--- config.mk ---
export PLATFORM = sky130hd
export DESIGN_NAME = timer16
export DESIGN_NICKNAME = d
export VERILOG_FILES = /design/src/logic/timer16_pkg.sv /design/src/logic/timer16.sv
export SDC_FILE = /design/constraint.sdc
export NUM_CORES = 1
export LEC_CHECK = 0
export BUFFER_PORTS_ARGS = -buffer_cell sky130_fd_sc_hd__buf_2
export CORE_MARGIN = 4
export CORE_UTILIZATION = 65
export CTS_BUF_LIST = sky130_fd_sc_hd__clkbuf_8
export DETAILED_ROUTE_END_ITERATION = 8
export HOLD_SLACK_MARGIN = 0.12
export PLACE_DENSITY = 0.85
export REMOVE_ABC_BUFFERS = 1
export SLEW_MARGIN = 15
export SYNTH_ARGS = -nofsm -noshare
export SYNTH_HDL_FRONTEND = slang
export SYNTH_SLANG_ARGS = --single-unit
--- constraint.sdc ---
create_clock -name CLK -period 10.2 [get_ports CLK]
set_input_delay 2.04 -clock CLK [delete_from_list [all_inputs] [get_ports CLK]]
set_output_delay 2.04 -clock CLK [all_outputs]
set_load 0.005 [all_outputs]
--- src/logic/timer16_pkg.sv ---
// constants and types shared by the 16-bit timer block
package timer16_pkg;

   // register byte addresses on the wishbone bus
   localparam logic [3:0] ADR_CTL_A = 4'h0;
   localparam logic [3:0] ADR_CTL_B = 4'h1;
   localparam logic [3:0] ADR_CTL_C = 4'h2;
   localparam logic [3:0] ADR_CNT_LO = 4'h3;
   localparam logic [3:0] ADR_CNT_HI = 4'h4;
   localparam logic [3:0] ADR_CAP_LO = 4'h5;
   localparam logic [3:0] ADR_CAP_HI = 4'h6;
   localparam logic [3:0] ADR_CMPA_LO = 4'h7;
   localparam logic [3:0] ADR_CMPA_HI = 4'h8;
   localparam logic [3:0] ADR_CMPB_LO = 4'h9;
   localparam logic [3:0] ADR_CMPB_HI = 4'ha;
   localparam logic [3:0] ADR_FLAGS = 4'hb;
   localparam logic [3:0] ADR_MASK = 4'hc;
   localparam logic [3:0] ADR_POWER = 4'hd;

   // field positions
   localparam int CTLA_COMB = 4;
   localparam int CTLA_COMA = 6;
   localparam int CTLB_WGM2 = 3;
   localparam int CTLB_WGM3 = 4;
   localparam int CTLB_EDGE = 6;
   localparam int CTLB_FILT = 7;
   localparam int CTLC_SRC = 0;
   localparam int CTLC_FORCE_B = 6;
   localparam int CTLC_FORCE_A = 7;
   localparam int FLAG_OVF = 0;
   localparam int FLAG_MA = 1;
   localparam int FLAG_MB = 2;
   localparam int FLAG_CAP = 5;
   localparam int PWR_OFF = 0;

   // count landmarks
   localparam logic [15:0] BOTTOM = 16'h0000;
   localparam logic [15:0] MAX = 16'hffff;
   localparam logic [15:0] TOP_8 = 16'h00ff;
   localparam logic [15:0] TOP_9 = 16'h01ff;
   localparam logic [15:0] TOP_10 = 16'h03ff;

   // prescaler and capture filter
   localparam int PRE_W = 10;
   localparam int FILTER_LEN = 4;

   typedef enum logic [2:0] {
      CS_STOP = 3'h0, CS_DIV1 = 3'h1, CS_DIV8 = 3'h2, CS_DIV64 = 3'h3,
      CS_DIV256 = 3'h4, CS_DIV1024 = 3'h5, CS_EXT_FALL = 3'h6, CS_EXT_RISE = 3'h7
   } clock_sel_type;

   typedef enum logic [2:0] {
      KIND_NORMAL = 3'h0, KIND_CTC = 3'h1, KIND_FAST = 3'h2, KIND_PC = 3'h3, KIND_PFC = 3'h4
   } mode_kind_type;

   typedef struct packed {
      logic [7:0] ctl_a;
      logic [7:0] ctl_b;
      logic cap_src;
      logic [7:0] mask;
      logic [7:0] flags;
      logic pwr_off;
      logic [7:0] temp;
      logic [15:0] count;
      logic [15:0] cap;
      logic [15:0] cmp_a;
      logic [15:0] cmp_b;
      logic [15:0] buf_a;
      logic [15:0] buf_b;
      logic count_down;
      logic block_match;
      logic [PRE_W-1:0] pre;
      logic [1:0] ext_sync;
      logic ext_prev;
      logic [1:0] capp_sync;
      logic [1:0] cmpin_sync;
      logic [FILTER_LEN-1:0] filt;
      logic cap_level;
      logic cap_prev;
      logic wave_a;
      logic wave_b;
      logic [3:0] irq;
      logic ack;
      logic [7:0] dat;
   } timer_state_type;

endpackage

--- src/logic/timer16.sv ---
// 16-bit timer with two compare units, one capture unit and a wishbone slave
//
// Functional notes
// - no clock source selected: counter holds
// - tick from prescaler or chosen pin edge
// - compare registers checked on every tick but the first after a counter write
// - counter equal compare sets match flag
// - compare result drives wave output pins
// - capture edge copies counter into capture unless capture is top
// - optional noise filter on capture trigger
// - top from fixed values, compare or capture
// - bottom is 0x0000
// - max is 0xffff
// - compare-a as top gives no pwm
// - compare-a top double buffered in pwm
// - capture register selectable as top
// - four flags, four mask bits
// - 16-bit registers via shared high latch
// - control registers plain 8-bit access
// - control c forces, b holds mode bits 2 and 3
// - low mode bits keep legacy positions
// - low byte write moves whole word; low byte read of counter or capture loads the high latch
// - cpu counter write beats counting
//
// Design decisions made here: register access over Wishbone and the placing of the registers.
`timescale 1ns/1ps
`default_nettype none

module timer16 (
   input wire logic CLK,
   input wire logic RST_N,
   input wire logic CYC_I,
   input wire logic STB_I,
   input wire logic WE_I,
   input wire logic [3:0] ADR_I,
   input wire logic SEL_I,
   input wire logic [7:0] DAT_I,
   output logic [7:0] DAT_O,
   output logic ACK_O,
   input wire logic EXT_COUNT_PIN,
   input wire logic CAPTURE_PIN,
   input wire logic COMPARATOR_IN,
   output logic WAVE_OUT_A,
   output logic WAVE_OUT_B,
   output logic IRQ_OVERFLOW,
   output logic IRQ_MATCH_A,
   output logic IRQ_MATCH_B,
   output logic IRQ_CAPTURE
);

   timer16_pkg::timer_state_type r;
   timer16_pkg::timer_state_type n;

   logic req;
   logic wr;
   logic rd;
   logic [3:0] wgm;
   timer16_pkg::mode_kind_type kind;
   logic pwm;
   logic [15:0] top;
   logic at_top;
   logic at_bot;
   logic tick;
   logic match_a;
   logic match_b;
   logic wrap;
   logic ocra_top;
   logic top_from_cap;
   logic force_a;
   logic force_b;
   logic cap_raw;
   logic cap_edge;
   logic count_wr;

   // mode number split over two registers, legacy bit positions kept
   function automatic timer16_pkg::mode_kind_type kind_of(input logic [3:0] m);
      case (m)
         4'h4, 4'hc: kind_of = timer16_pkg::KIND_CTC;
         4'h5, 4'h6, 4'h7, 4'he, 4'hf: kind_of = timer16_pkg::KIND_FAST;
         4'h1, 4'h2, 4'h3, 4'ha, 4'hb: kind_of = timer16_pkg::KIND_PC;
         4'h8, 4'h9: kind_of = timer16_pkg::KIND_PFC;
         default: kind_of = timer16_pkg::KIND_NORMAL;
      endcase
   endfunction

   // highest count value per mode
   function automatic logic [15:0] top_of(input logic [3:0] m, input logic [15:0] ca, input logic [15:0] ic);
      case (m)
         4'h1, 4'h5: top_of = timer16_pkg::TOP_8;
         4'h2, 4'h6: top_of = timer16_pkg::TOP_9;
         4'h3, 4'h7: top_of = timer16_pkg::TOP_10;
         4'h4, 4'h9, 4'hb, 4'hf: top_of = ca;
         4'h8, 4'ha, 4'hc, 4'he: top_of = ic;
         default: top_of = timer16_pkg::MAX;
      endcase
   endfunction

   // timer tick from prescaler taps or synchronised pin edges
   function automatic logic tick_of(input logic [2:0] cs, input logic [timer16_pkg::PRE_W-1:0] p,
                                    input logic rise, input logic fall);
      case (cs)
         timer16_pkg::CS_DIV1: tick_of = 1'b1;
         timer16_pkg::CS_DIV8: tick_of = &p[2:0];
         timer16_pkg::CS_DIV64: tick_of = &p[5:0];
         timer16_pkg::CS_DIV256: tick_of = &p[7:0];
         timer16_pkg::CS_DIV1024: tick_of = &p[9:0];
         timer16_pkg::CS_EXT_FALL: tick_of = fall;
         timer16_pkg::CS_EXT_RISE: tick_of = rise;
         default: tick_of = 1'b0;
      endcase
   endfunction

   // next level of one wave output
   function automatic logic wave_step(input logic cur, input logic [1:0] com, input timer16_pkg::mode_kind_type k,
                                      input logic hit, input logic wrp, input logic down, input logic top_is_me);
      wave_step = cur;
      if (com == 2'h0)
      begin
         wave_step = 1'b0;
      end
      else if (k == timer16_pkg::KIND_NORMAL || k == timer16_pkg::KIND_CTC)
      begin
         if (hit)
         begin
            wave_step = (com == 2'h1) ? ~cur : com[0];
         end
      end
      else if (com == 2'h1)
      begin
         if (hit && top_is_me)
         begin
            wave_step = ~cur;
         end
      end
      else if (!top_is_me)
      begin
         if (k == timer16_pkg::KIND_FAST)
         begin
            if (wrp)
            begin
               wave_step = ~com[0];
            end
            else if (hit)
            begin
               wave_step = com[0];
            end
         end
         else if (hit)
         begin
            wave_step = down ? ~com[0] : com[0];
         end
      end
   endfunction

   // bus request decode, one ack per request
   assign req = CYC_I & STB_I & ~r.ack;
   assign wr = req & WE_I & SEL_I;
   assign rd = req & ~WE_I;
   assign count_wr = wr && (ADR_I == timer16_pkg::ADR_CNT_LO);

   // mode, top and landmarks
   assign wgm = {r.ctl_b[timer16_pkg::CTLB_WGM3], r.ctl_b[timer16_pkg::CTLB_WGM2], r.ctl_a[1:0]};
   assign kind = kind_of(wgm);
   assign pwm = (kind == timer16_pkg::KIND_FAST) || (kind == timer16_pkg::KIND_PC) || (kind == timer16_pkg::KIND_PFC);
   assign top = top_of(wgm, r.cmp_a, r.cap);
   assign ocra_top = (wgm == 4'h9) || (wgm == 4'hb) || (wgm == 4'hf);
   assign top_from_cap = (wgm == 4'h8) || (wgm == 4'ha) || (wgm == 4'hc) || (wgm == 4'he);
   assign at_top = (r.count == top);
   assign at_bot = (r.count == timer16_pkg::BOTTOM);

   // timer tick, held off while powered down or stopped
   assign tick = ~r.pwr_off & tick_of(r.ctl_b[2:0], r.pre, r.ext_sync[1] & ~r.ext_prev,
                                      ~r.ext_sync[1] & r.ext_prev);

   // continuous compare on every tick but the first after a counter write
   assign match_a = tick & ~r.block_match & (r.count == r.cmp_a);
   assign match_b = tick & ~r.block_match & (r.count == r.cmp_b);
   assign wrap = tick & (kind == timer16_pkg::KIND_FAST) & at_top;
   assign force_a = wr && (ADR_I == timer16_pkg::ADR_CTL_C) && DAT_I[timer16_pkg::CTLC_FORCE_A] && !pwm;
   assign force_b = wr && (ADR_I == timer16_pkg::ADR_CTL_C) && DAT_I[timer16_pkg::CTLC_FORCE_B] && !pwm;

   // capture trigger source and edge on the filtered level
   assign cap_raw = r.cap_src ? r.cmpin_sync[1] : r.capp_sync[1];
   assign cap_edge = r.ctl_b[timer16_pkg::CTLB_EDGE] ? (r.cap_level & ~r.cap_prev) : (~r.cap_level & r.cap_prev);

   // next state of the whole block
   always_comb
   begin
      logic [7:0] set;
      logic [7:0] clr;
      logic upd;
      set = 8'h00;
      clr = 8'h00;
      upd = 1'b0;
      n = r;
      n.ack = req;
      n.dat = 8'h00;
      n.pre = r.pre + 10'h001;
      n.ext_sync = {r.ext_sync[0], EXT_COUNT_PIN};
      n.ext_prev = r.ext_sync[1];
      n.capp_sync = {r.capp_sync[0], CAPTURE_PIN};
      n.cmpin_sync = {r.cmpin_sync[0], COMPARATOR_IN};

      // counter sequence per mode kind
      if (tick)
      begin
         n.block_match = 1'b0;
         case (kind)
            timer16_pkg::KIND_FAST:
            begin
               if (at_top)
               begin
                  n.count = timer16_pkg::BOTTOM;
                  set[timer16_pkg::FLAG_OVF] = 1'b1;
                  upd = 1'b1;
               end
               else
               begin
                  n.count = r.count + 16'h0001;
               end
            end
            timer16_pkg::KIND_PC, timer16_pkg::KIND_PFC:
            begin
               if (!r.count_down)
               begin
                  if (at_top)
                  begin
                     n.count_down = 1'b1;
                     n.count = r.count - 16'h0001;
                     upd = (kind == timer16_pkg::KIND_PC);
                  end
                  else
                  begin
                     n.count = r.count + 16'h0001;
                  end
               end
               else if (at_bot)
               begin
                  n.count_down = 1'b0;
                  n.count = r.count + 16'h0001;
                  set[timer16_pkg::FLAG_OVF] = 1'b1;
                  upd = (kind == timer16_pkg::KIND_PFC);
               end
               else
               begin
                  n.count = r.count - 16'h0001;
               end
            end
            timer16_pkg::KIND_CTC:
            begin
               n.count = at_top ? timer16_pkg::BOTTOM : r.count + 16'h0001;
               set[timer16_pkg::FLAG_OVF] = (r.count == timer16_pkg::MAX);
            end
            default:
            begin
               n.count = r.count + 16'h0001;
               set[timer16_pkg::FLAG_OVF] = (r.count == timer16_pkg::MAX);
            end
         endcase
      end

      // compare flags and wave outputs
      set[timer16_pkg::FLAG_MA] = match_a;
      set[timer16_pkg::FLAG_MB] = match_b;
      n.wave_a = wave_step(r.wave_a, r.ctl_a[timer16_pkg::CTLA_COMA +: 2], kind, match_a | force_a, wrap,
                           r.count_down, ocra_top);
      n.wave_b = wave_step(r.wave_b, r.ctl_a[timer16_pkg::CTLA_COMB +: 2], kind, match_b | force_b, wrap,
                           r.count_down, 1'b0);

      // compare buffers: immediate outside pwm, loaded at the update point in pwm
      if (!pwm || upd)
      begin
         n.cmp_a = r.buf_a;
         n.cmp_b = r.buf_b;
      end

      // capture filter and capture event
      n.filt = {r.filt[timer16_pkg::FILTER_LEN-2:0], cap_raw};
      if (!r.ctl_b[timer16_pkg::CTLB_FILT])
      begin
         n.cap_level = cap_raw;
      end
      else if (&r.filt)
      begin
         n.cap_level = 1'b1;
      end
      else if (~|r.filt)
      begin
         n.cap_level = 1'b0;
      end
      n.cap_prev = r.cap_level;
      if (cap_edge && !top_from_cap)
      begin
         n.cap = r.count;
         set[timer16_pkg::FLAG_CAP] = 1'b1;
      end

      // register reads; low byte of counter and capture loads the latch
      if (rd)
      begin
         if (ADR_I == timer16_pkg::ADR_CTL_A)
         begin
            n.dat = r.ctl_a;
         end
         else if (ADR_I == timer16_pkg::ADR_CTL_B)
         begin
            n.dat = r.ctl_b;
         end
         else if (ADR_I == timer16_pkg::ADR_CTL_C)
         begin
            n.dat = {7'h00, r.cap_src};
         end
         else if (ADR_I == timer16_pkg::ADR_CNT_LO)
         begin
            n.dat = r.count[7:0];
            n.temp = r.count[15:8];
         end
         else if (ADR_I == timer16_pkg::ADR_CAP_LO)
         begin
            n.dat = r.cap[7:0];
            n.temp = r.cap[15:8];
         end
         else if (ADR_I == timer16_pkg::ADR_CNT_HI || ADR_I == timer16_pkg::ADR_CAP_HI)
         begin
            n.dat = r.temp;
         end
         else if (ADR_I == timer16_pkg::ADR_CMPA_LO)
         begin
            n.dat = r.buf_a[7:0];
         end
         else if (ADR_I == timer16_pkg::ADR_CMPA_HI)
         begin
            n.dat = r.buf_a[15:8];
         end
         else if (ADR_I == timer16_pkg::ADR_CMPB_LO)
         begin
            n.dat = r.buf_b[7:0];
         end
         else if (ADR_I == timer16_pkg::ADR_CMPB_HI)
         begin
            n.dat = r.buf_b[15:8];
         end
         else if (ADR_I == timer16_pkg::ADR_FLAGS)
         begin
            n.dat = r.flags;
         end
         else if (ADR_I == timer16_pkg::ADR_MASK)
         begin
            n.dat = r.mask;
         end
         else if (ADR_I == timer16_pkg::ADR_POWER)
         begin
            n.dat = {7'h00, r.pwr_off};
         end
      end

      // register writes; low byte write moves latch and data together
      if (wr)
      begin
         if (ADR_I == timer16_pkg::ADR_CTL_A)
         begin
            n.ctl_a = DAT_I;
         end
         else if (ADR_I == timer16_pkg::ADR_CTL_B)
         begin
            n.ctl_b = DAT_I;
         end
         else if (ADR_I == timer16_pkg::ADR_CTL_C)
         begin
            n.cap_src = DAT_I[timer16_pkg::CTLC_SRC];
         end
         else if (ADR_I == timer16_pkg::ADR_CNT_HI || ADR_I == timer16_pkg::ADR_CAP_HI ||
                  ADR_I == timer16_pkg::ADR_CMPA_HI || ADR_I == timer16_pkg::ADR_CMPB_HI)
         begin
            n.temp = DAT_I;
         end
         else if (ADR_I == timer16_pkg::ADR_CNT_LO)
         begin
            n.count = {r.temp, DAT_I};
            n.block_match = 1'b1;
         end
         else if (ADR_I == timer16_pkg::ADR_CAP_LO)
         begin
            n.cap = {r.temp, DAT_I};
         end
         else if (ADR_I == timer16_pkg::ADR_CMPA_LO)
         begin
            n.buf_a = {r.temp, DAT_I};
         end
         else if (ADR_I == timer16_pkg::ADR_CMPB_LO)
         begin
            n.buf_b = {r.temp, DAT_I};
         end
         else if (ADR_I == timer16_pkg::ADR_FLAGS)
         begin
            clr = DAT_I;
         end
         else if (ADR_I == timer16_pkg::ADR_MASK)
         begin
            n.mask = DAT_I;
         end
         else if (ADR_I == timer16_pkg::ADR_POWER)
         begin
            n.pwr_off = DAT_I[timer16_pkg::PWR_OFF];
         end
      end

      // flags: hardware set wins over a write-one clear
      n.flags = (r.flags & ~clr) | set;
      n.irq = {n.flags[timer16_pkg::FLAG_CAP] & n.mask[timer16_pkg::FLAG_CAP],
               n.flags[timer16_pkg::FLAG_MB] & n.mask[timer16_pkg::FLAG_MB],
               n.flags[timer16_pkg::FLAG_MA] & n.mask[timer16_pkg::FLAG_MA],
               n.flags[timer16_pkg::FLAG_OVF] & n.mask[timer16_pkg::FLAG_OVF]};
   end

   // state register
   always_ff @(posedge CLK or negedge RST_N)
   begin
      if (!RST_N)
      begin
         r <= '0;
      end
      else
      begin
         r <= n;
      end
   end

   // outputs straight from the state register
   assign DAT_O = r.dat;
   assign ACK_O = r.ack;
   assign WAVE_OUT_A = r.wave_a;
   assign WAVE_OUT_B = r.wave_b;
   assign IRQ_OVERFLOW = r.irq[0];
   assign IRQ_MATCH_A = r.irq[1];
   assign IRQ_MATCH_B = r.irq[2];
   assign IRQ_CAPTURE = r.irq[3];
endmodule

`default_nettype wire

After elaboration in Yosys (flattened, before gate mapping)
Memory sizes are Yosys's and may differ from the RTL's.
Index checks and enable logic that the tools add are counted.
- add/sub/neg operators: 3
- equal/unequal tests: 50
- muxes and demuxes: 106
- bitwise gates (word level): 46
- reductions and logical operators: 53
- operators by type and width (operator ; number):
    $mux 8 ; 30
    $mux 40 ; 4
    $mux 16 ; 9
    $pmux 16 s5 ; 1
    $mux 6 ; 11
    $eq 4x4->1 const B ; 13
    $eq 16x16->1 ; 3
    $mux 1 ; 46
    $eq 4x3->1 const B ; 8
    $mux 32 ; 1
    $pmux 16 s2 ; 1
    $not 1->1 ; 22
    $and 1x1->1 ; 19
    $add 16x1->16 const B ; 1
    $eq 16x16->1 const B ; 1
    $eq 4x2->1 const B ; 4
    $logic_not 16->1 ; 1
    $reduce_and 8->1 ; 2
    $sub 16x1->16 const B ; 1
    $eq 3x3->1 const B ; 5
    $eq 3x2->1 const B ; 4
    $logic_or 1x1->1 ; 12
    $reduce_and 12->1 ; 1
    $reduce_and 4->1 ; 3
    other kinds (30) ; 55
- bits in registers: 178
- memory bits (read-only): 48
- memories: 1
- memories (memory ; words ; width ; rd ports ; clocked after memory_dff ; write ports ; RTL line ; source):
    (no name shown) ; 16 ; 3 ; 1 ; 0 ; 0 ; timer16.sv:77 ; case (m)

Logic depth before layout (Yosys ltp)
- depth after elaboration: 15
- gate-level depth with buffers: 13
- gate-level depth less buffers: 11

Worst setup path after synthesis
No wires, ideal clock.
- kind: input-to-reg
- start point: input port ADR_I[0]
- end point: register r[61] in the netlist's numbering
- setup time: 0.125 ns
- arrival: 4.227 ns
- required time: 10.075 ns
- setup slack: 5.849 ns
- stages: 6
- path through: clkbuf_1 > buf_1 > nand2_1 > nor3_1 > clkbuf_1 > mux2_2
- longest elaborated chain between the ends: 6
- RTL lines (what ; RTL line ; source):
    start: declaration ; timer16.sv:35 ; input wire logic [3:0] ADR_I,
    $eq 4x3->1 ; timer16.sv:372 ; else if (ADR_I == timer16_pkg::ADR_CNT_HI || ADR_I == timer16_pkg::ADR_CAP_HI ||
    $logic_or 1x1->1 (2 in series) ; timer16.sv:372 ;
    $logic_or 1x1->1 ; timer16.sv:373 ; ADR_I == timer16_pkg::ADR_CMPA_HI || ADR_I == timer16_pkg::ADR_CMPB_HI)
    $not 1->1 (no source line) ; n/a ;
    $reduce_and 8->1 (no source line) (*) ; n/a ;
    end signal: assignment ; timer16.sv:425 ; r <= n;
    end: declaration ; timer16.sv:51 ; timer16_pkg::timer_state_type r;
Every way passes the cells marked *; elsewhere a longest branch is shown, timed or not.
A chain may end at the register's enable or synchronous reset.

==> metrics <==
status=finished clean; number of setup buffers added after CTS=0; # IOs=36; library cell with the highest instance count after synthesis=dfrtp_1; critical path launch point type=flip-flop; post-layout instance count excluding filler cells=1,267; slew at the pin closest to its max-slew limit=1.086 ns; cell chain of the critical path=nor2b_1 > o221ai_1 > o311ai_0 > nand3_1 > or4b_4 > o31ai_4 > nand3_2 > or3b_1 > a31oi_1; Core Box Area=15,370 µm²; Post-Route Hold Slack=0.3561 ns; Reg power frac=49.9%; iteration count of the initial detailed-routing pass=7; total track usage=35.00%; first-pass GRT wire length=48.15 mm; final design utilization=70.97%; Worst-Skew Late Latency=0.49 ns; Synth Warn #=0; die height=134.1 µm; number of buffers on the longest clock path=2; Crit Path Class=flip-flop to flip-flop; maximum number of pins on one net before global-route repair=99; setup slack, reg-to-reg=5.49 ns; total of fill cells in the finished design=1,126; sequential-to-total area share from yosys stat=43.07%; Slowest-stage cell, CP=nor2b_1; effective utilization at floorplan=67.28%; DRC violations left=0; worst-case clock skew=0.02469 ns; #FFs+latches synth=178; net switching power figure=0.0007235 W; delay-heaviest family, CP=simple AND/OR/NAND/NOR gates; leakage power total=4.674 nW; count of different cell masters after synthesis=85; nets@finish=1,068; Worst-path clk slew=0.10 ns; netlist area before placement=10,340 µm²; cell at the root of the clock tree=clkbuf_8; final number of max-transition violations=0; grt ovf=0; I/O Buffers=35; EDFF count, synth=0; post-DR wirelength/cell=24.62 µm; leading register cell type out of synthesis=dfrtp_1; detail-routed via count per cell=7.049; TritonCTS Buffers=17; worst path arrival time=5.11 ns; via count=8,931; antenna diode instance count=0; CP bufs+invs=0; number of global-route vias before repair=8,343; Worst Hold Class=flip-flop to flip-flop; list of most frequent post-synthesis cells=dfrtp_1 (178), nand2_1 (105), nor2_1 (69), mux2_2 (60), o21ai_0 (59); Period minus WS final=4.712 ns; total length of routed wires=31.19 mm; instance area after placement=10,500 µm²; fraction of synthesis flops using an asynchronous set or reset pin=100.0%; final critical-path share of the clock period=46.20%; setup repair after global routing missed its margin=false; Max Clock Freq=0.2122 GHz; horizontal die dimension=134.1 µm; Avg Cell Area, Syn=9.728 µm²; largest area contributor in the netlist=dfrtp_1; Max-Cap Viols=0; HPWL after detailed placement=21.27 mm; proportion of total power due to net switching=37.71%; setup tns final=0 ns; CTS-repair resized insts=0; Max-slew headroom=27.48%; power density over the cells=175.8 nW/µm²; combinational fraction of design power=24.0%; total clock sinks=178; fraction of layout instances using a drive strength above 1=15.81%; full die area=17,990 µm²; weighted congestion at the end of routability-driven global placement=0.9987; final hold viol count=0; clock group share of total power=26.1%; Setup violations, final=0; required time reported for the critical path endpoint=10.60 ns; Inst Count DP=1,235; area fraction of the dominant cell type after synthesis=43.07%; number of antenna-violating nets in the routed design=0; synth top area cells=dfrtp_1 (43%), mux2_2 (6.5%), nand2_1 (3.8%); cell-internal power=0.001195 W; FP Rows=45; category of the worst setup path capture point=flip-flop; count of mapped cells out of synthesis=1,063; antenna violations before repair=0; Non-Filler Cell Area, Final=10,910 µm²; violation count after the first detailed-route iteration=1,473; H-Tree Depth=4; delay of the slowest critical-path stage=0.94 ns; number of buffers inserted for hold repair after clock tree synthesis=0; CTS tree=yes; largest vdd supply drop=0.0001214 V; Max FO, Critical Path=21; Area growth, synth to finish=5.493%
==> power groups by stage <==
stage,clock network [W],logic [W],registers (W)
5_1_grt,0.000532,0.000499,0.000960
3_5_place_dp,0,0.000446,0.000957
2_1_floorplan,0,0.000323,0.000887
4_1_cts,0.000504,0.000450,0.000944
3_3_place_gp,0,0.000435,0.000952
6_report,0.000501,0.000460,0.000957
==> sequential cells by signal, summed over array words and instances (netlist names) <==
name,count
IRQ_CAPTURE,1
WAVE_OUT_A,1
IRQ_OVERFLOW,1
n,8
r,155
DAT_O,8
WAVE_OUT_B,1
IRQ_MATCH_B,1
ACK_O,1
IRQ_MATCH_A,1
==> routing by layer <==
metal  share of wire, %  vias to the layer above  track usage, %
met5                  0                        -               0
met3                 12                      112           8.327
met2                 44                      629           51.94
li1                   -                     3862               -
met4                4.2                        0           14.08
met1                 40                     4328           50.11
==> cells in the final DEF (no fill, tap or decap), types with 25 or more instances in the layout <==
| cell type | count |
|---|---|
| o21ai_0 | 59 |
| mux2_2 | 60 |
| xor2_1 | 34 |
| nand3_1 | 25 |
| buf_2 | 34 |
| mux2_1 | 34 |
| a21oi_1 | 30 |
| dfrtp_1 | 178 |
| nand2_1 | 105 |
| nor2_1 | 69 |
==> final timing paths <==
| check | to | cells past startpoint | from |
|---|---|---|---|
| min reg2reg | r[24]$_DFF_PN0_ | 0 | n[24]$_DFF_PN0_ |
| max reg2reg | r[126]$_DFF_PN0_ | 9 | r[165]$_DFFE_PN0P_ |
| max | r[126]$_DFF_PN0_ | 9 | r[165]$_DFFE_PN0P_ |
| min in group asynchronous | r[132]$_DFF_PN0_ | 1 | RST_N |
| max in group asynchronous | r[102]$_DFFE_PN0P_ | 2 | RST_N |
| min | r[24]$_DFF_PN0_ | 0 | n[24]$_DFF_PN0_ |
==> through the flow <==
stage	total power (W)	setup slack, ns
2_1_floorplan	0.001211	5.885
3_3_place_gp	0.001387	5.629
3_5_place_dp	0.001403	5.602
4_1_cts	0.001898	5.622
5_1_grt	0.001990	5.266
6_report	0.001918	5.488
==> layout make-up <==
type	count	area (µm²)	share of cell area, %
Clock buffer	17	234.0	2.145
Multi-Input combinational cell	772	5399	49.49
Sequential cell	178	4454	40.83
Tap cell	211	264.0	2.420
Timing Repair Buffer	50	294.0	2.695
Inverter	24	90.09	0.8258
Clock inverter	15	173.9	1.594
==> logic make-up (layout without fill, tap and decap cells) <==
| logic type | after synthesis | after routing | share of synthesized area, % |
|---|---|---|---|
| buf+inv | 113 | 106 | 4.960 |
| simple gates | 337 | 337 | 16.41 |
| xor+xnor | 50 | 50 | 4.235 |
| mux | 122 | 122 | 13.55 |
| compound gates | 259 | 259 | 17.29 |
| flops | 178 | 178 | 43.07 |
| fa+ha+maj | 4 | 4 | 0.4840 |
No activity file was read; power rests on OpenSTA's default activity.
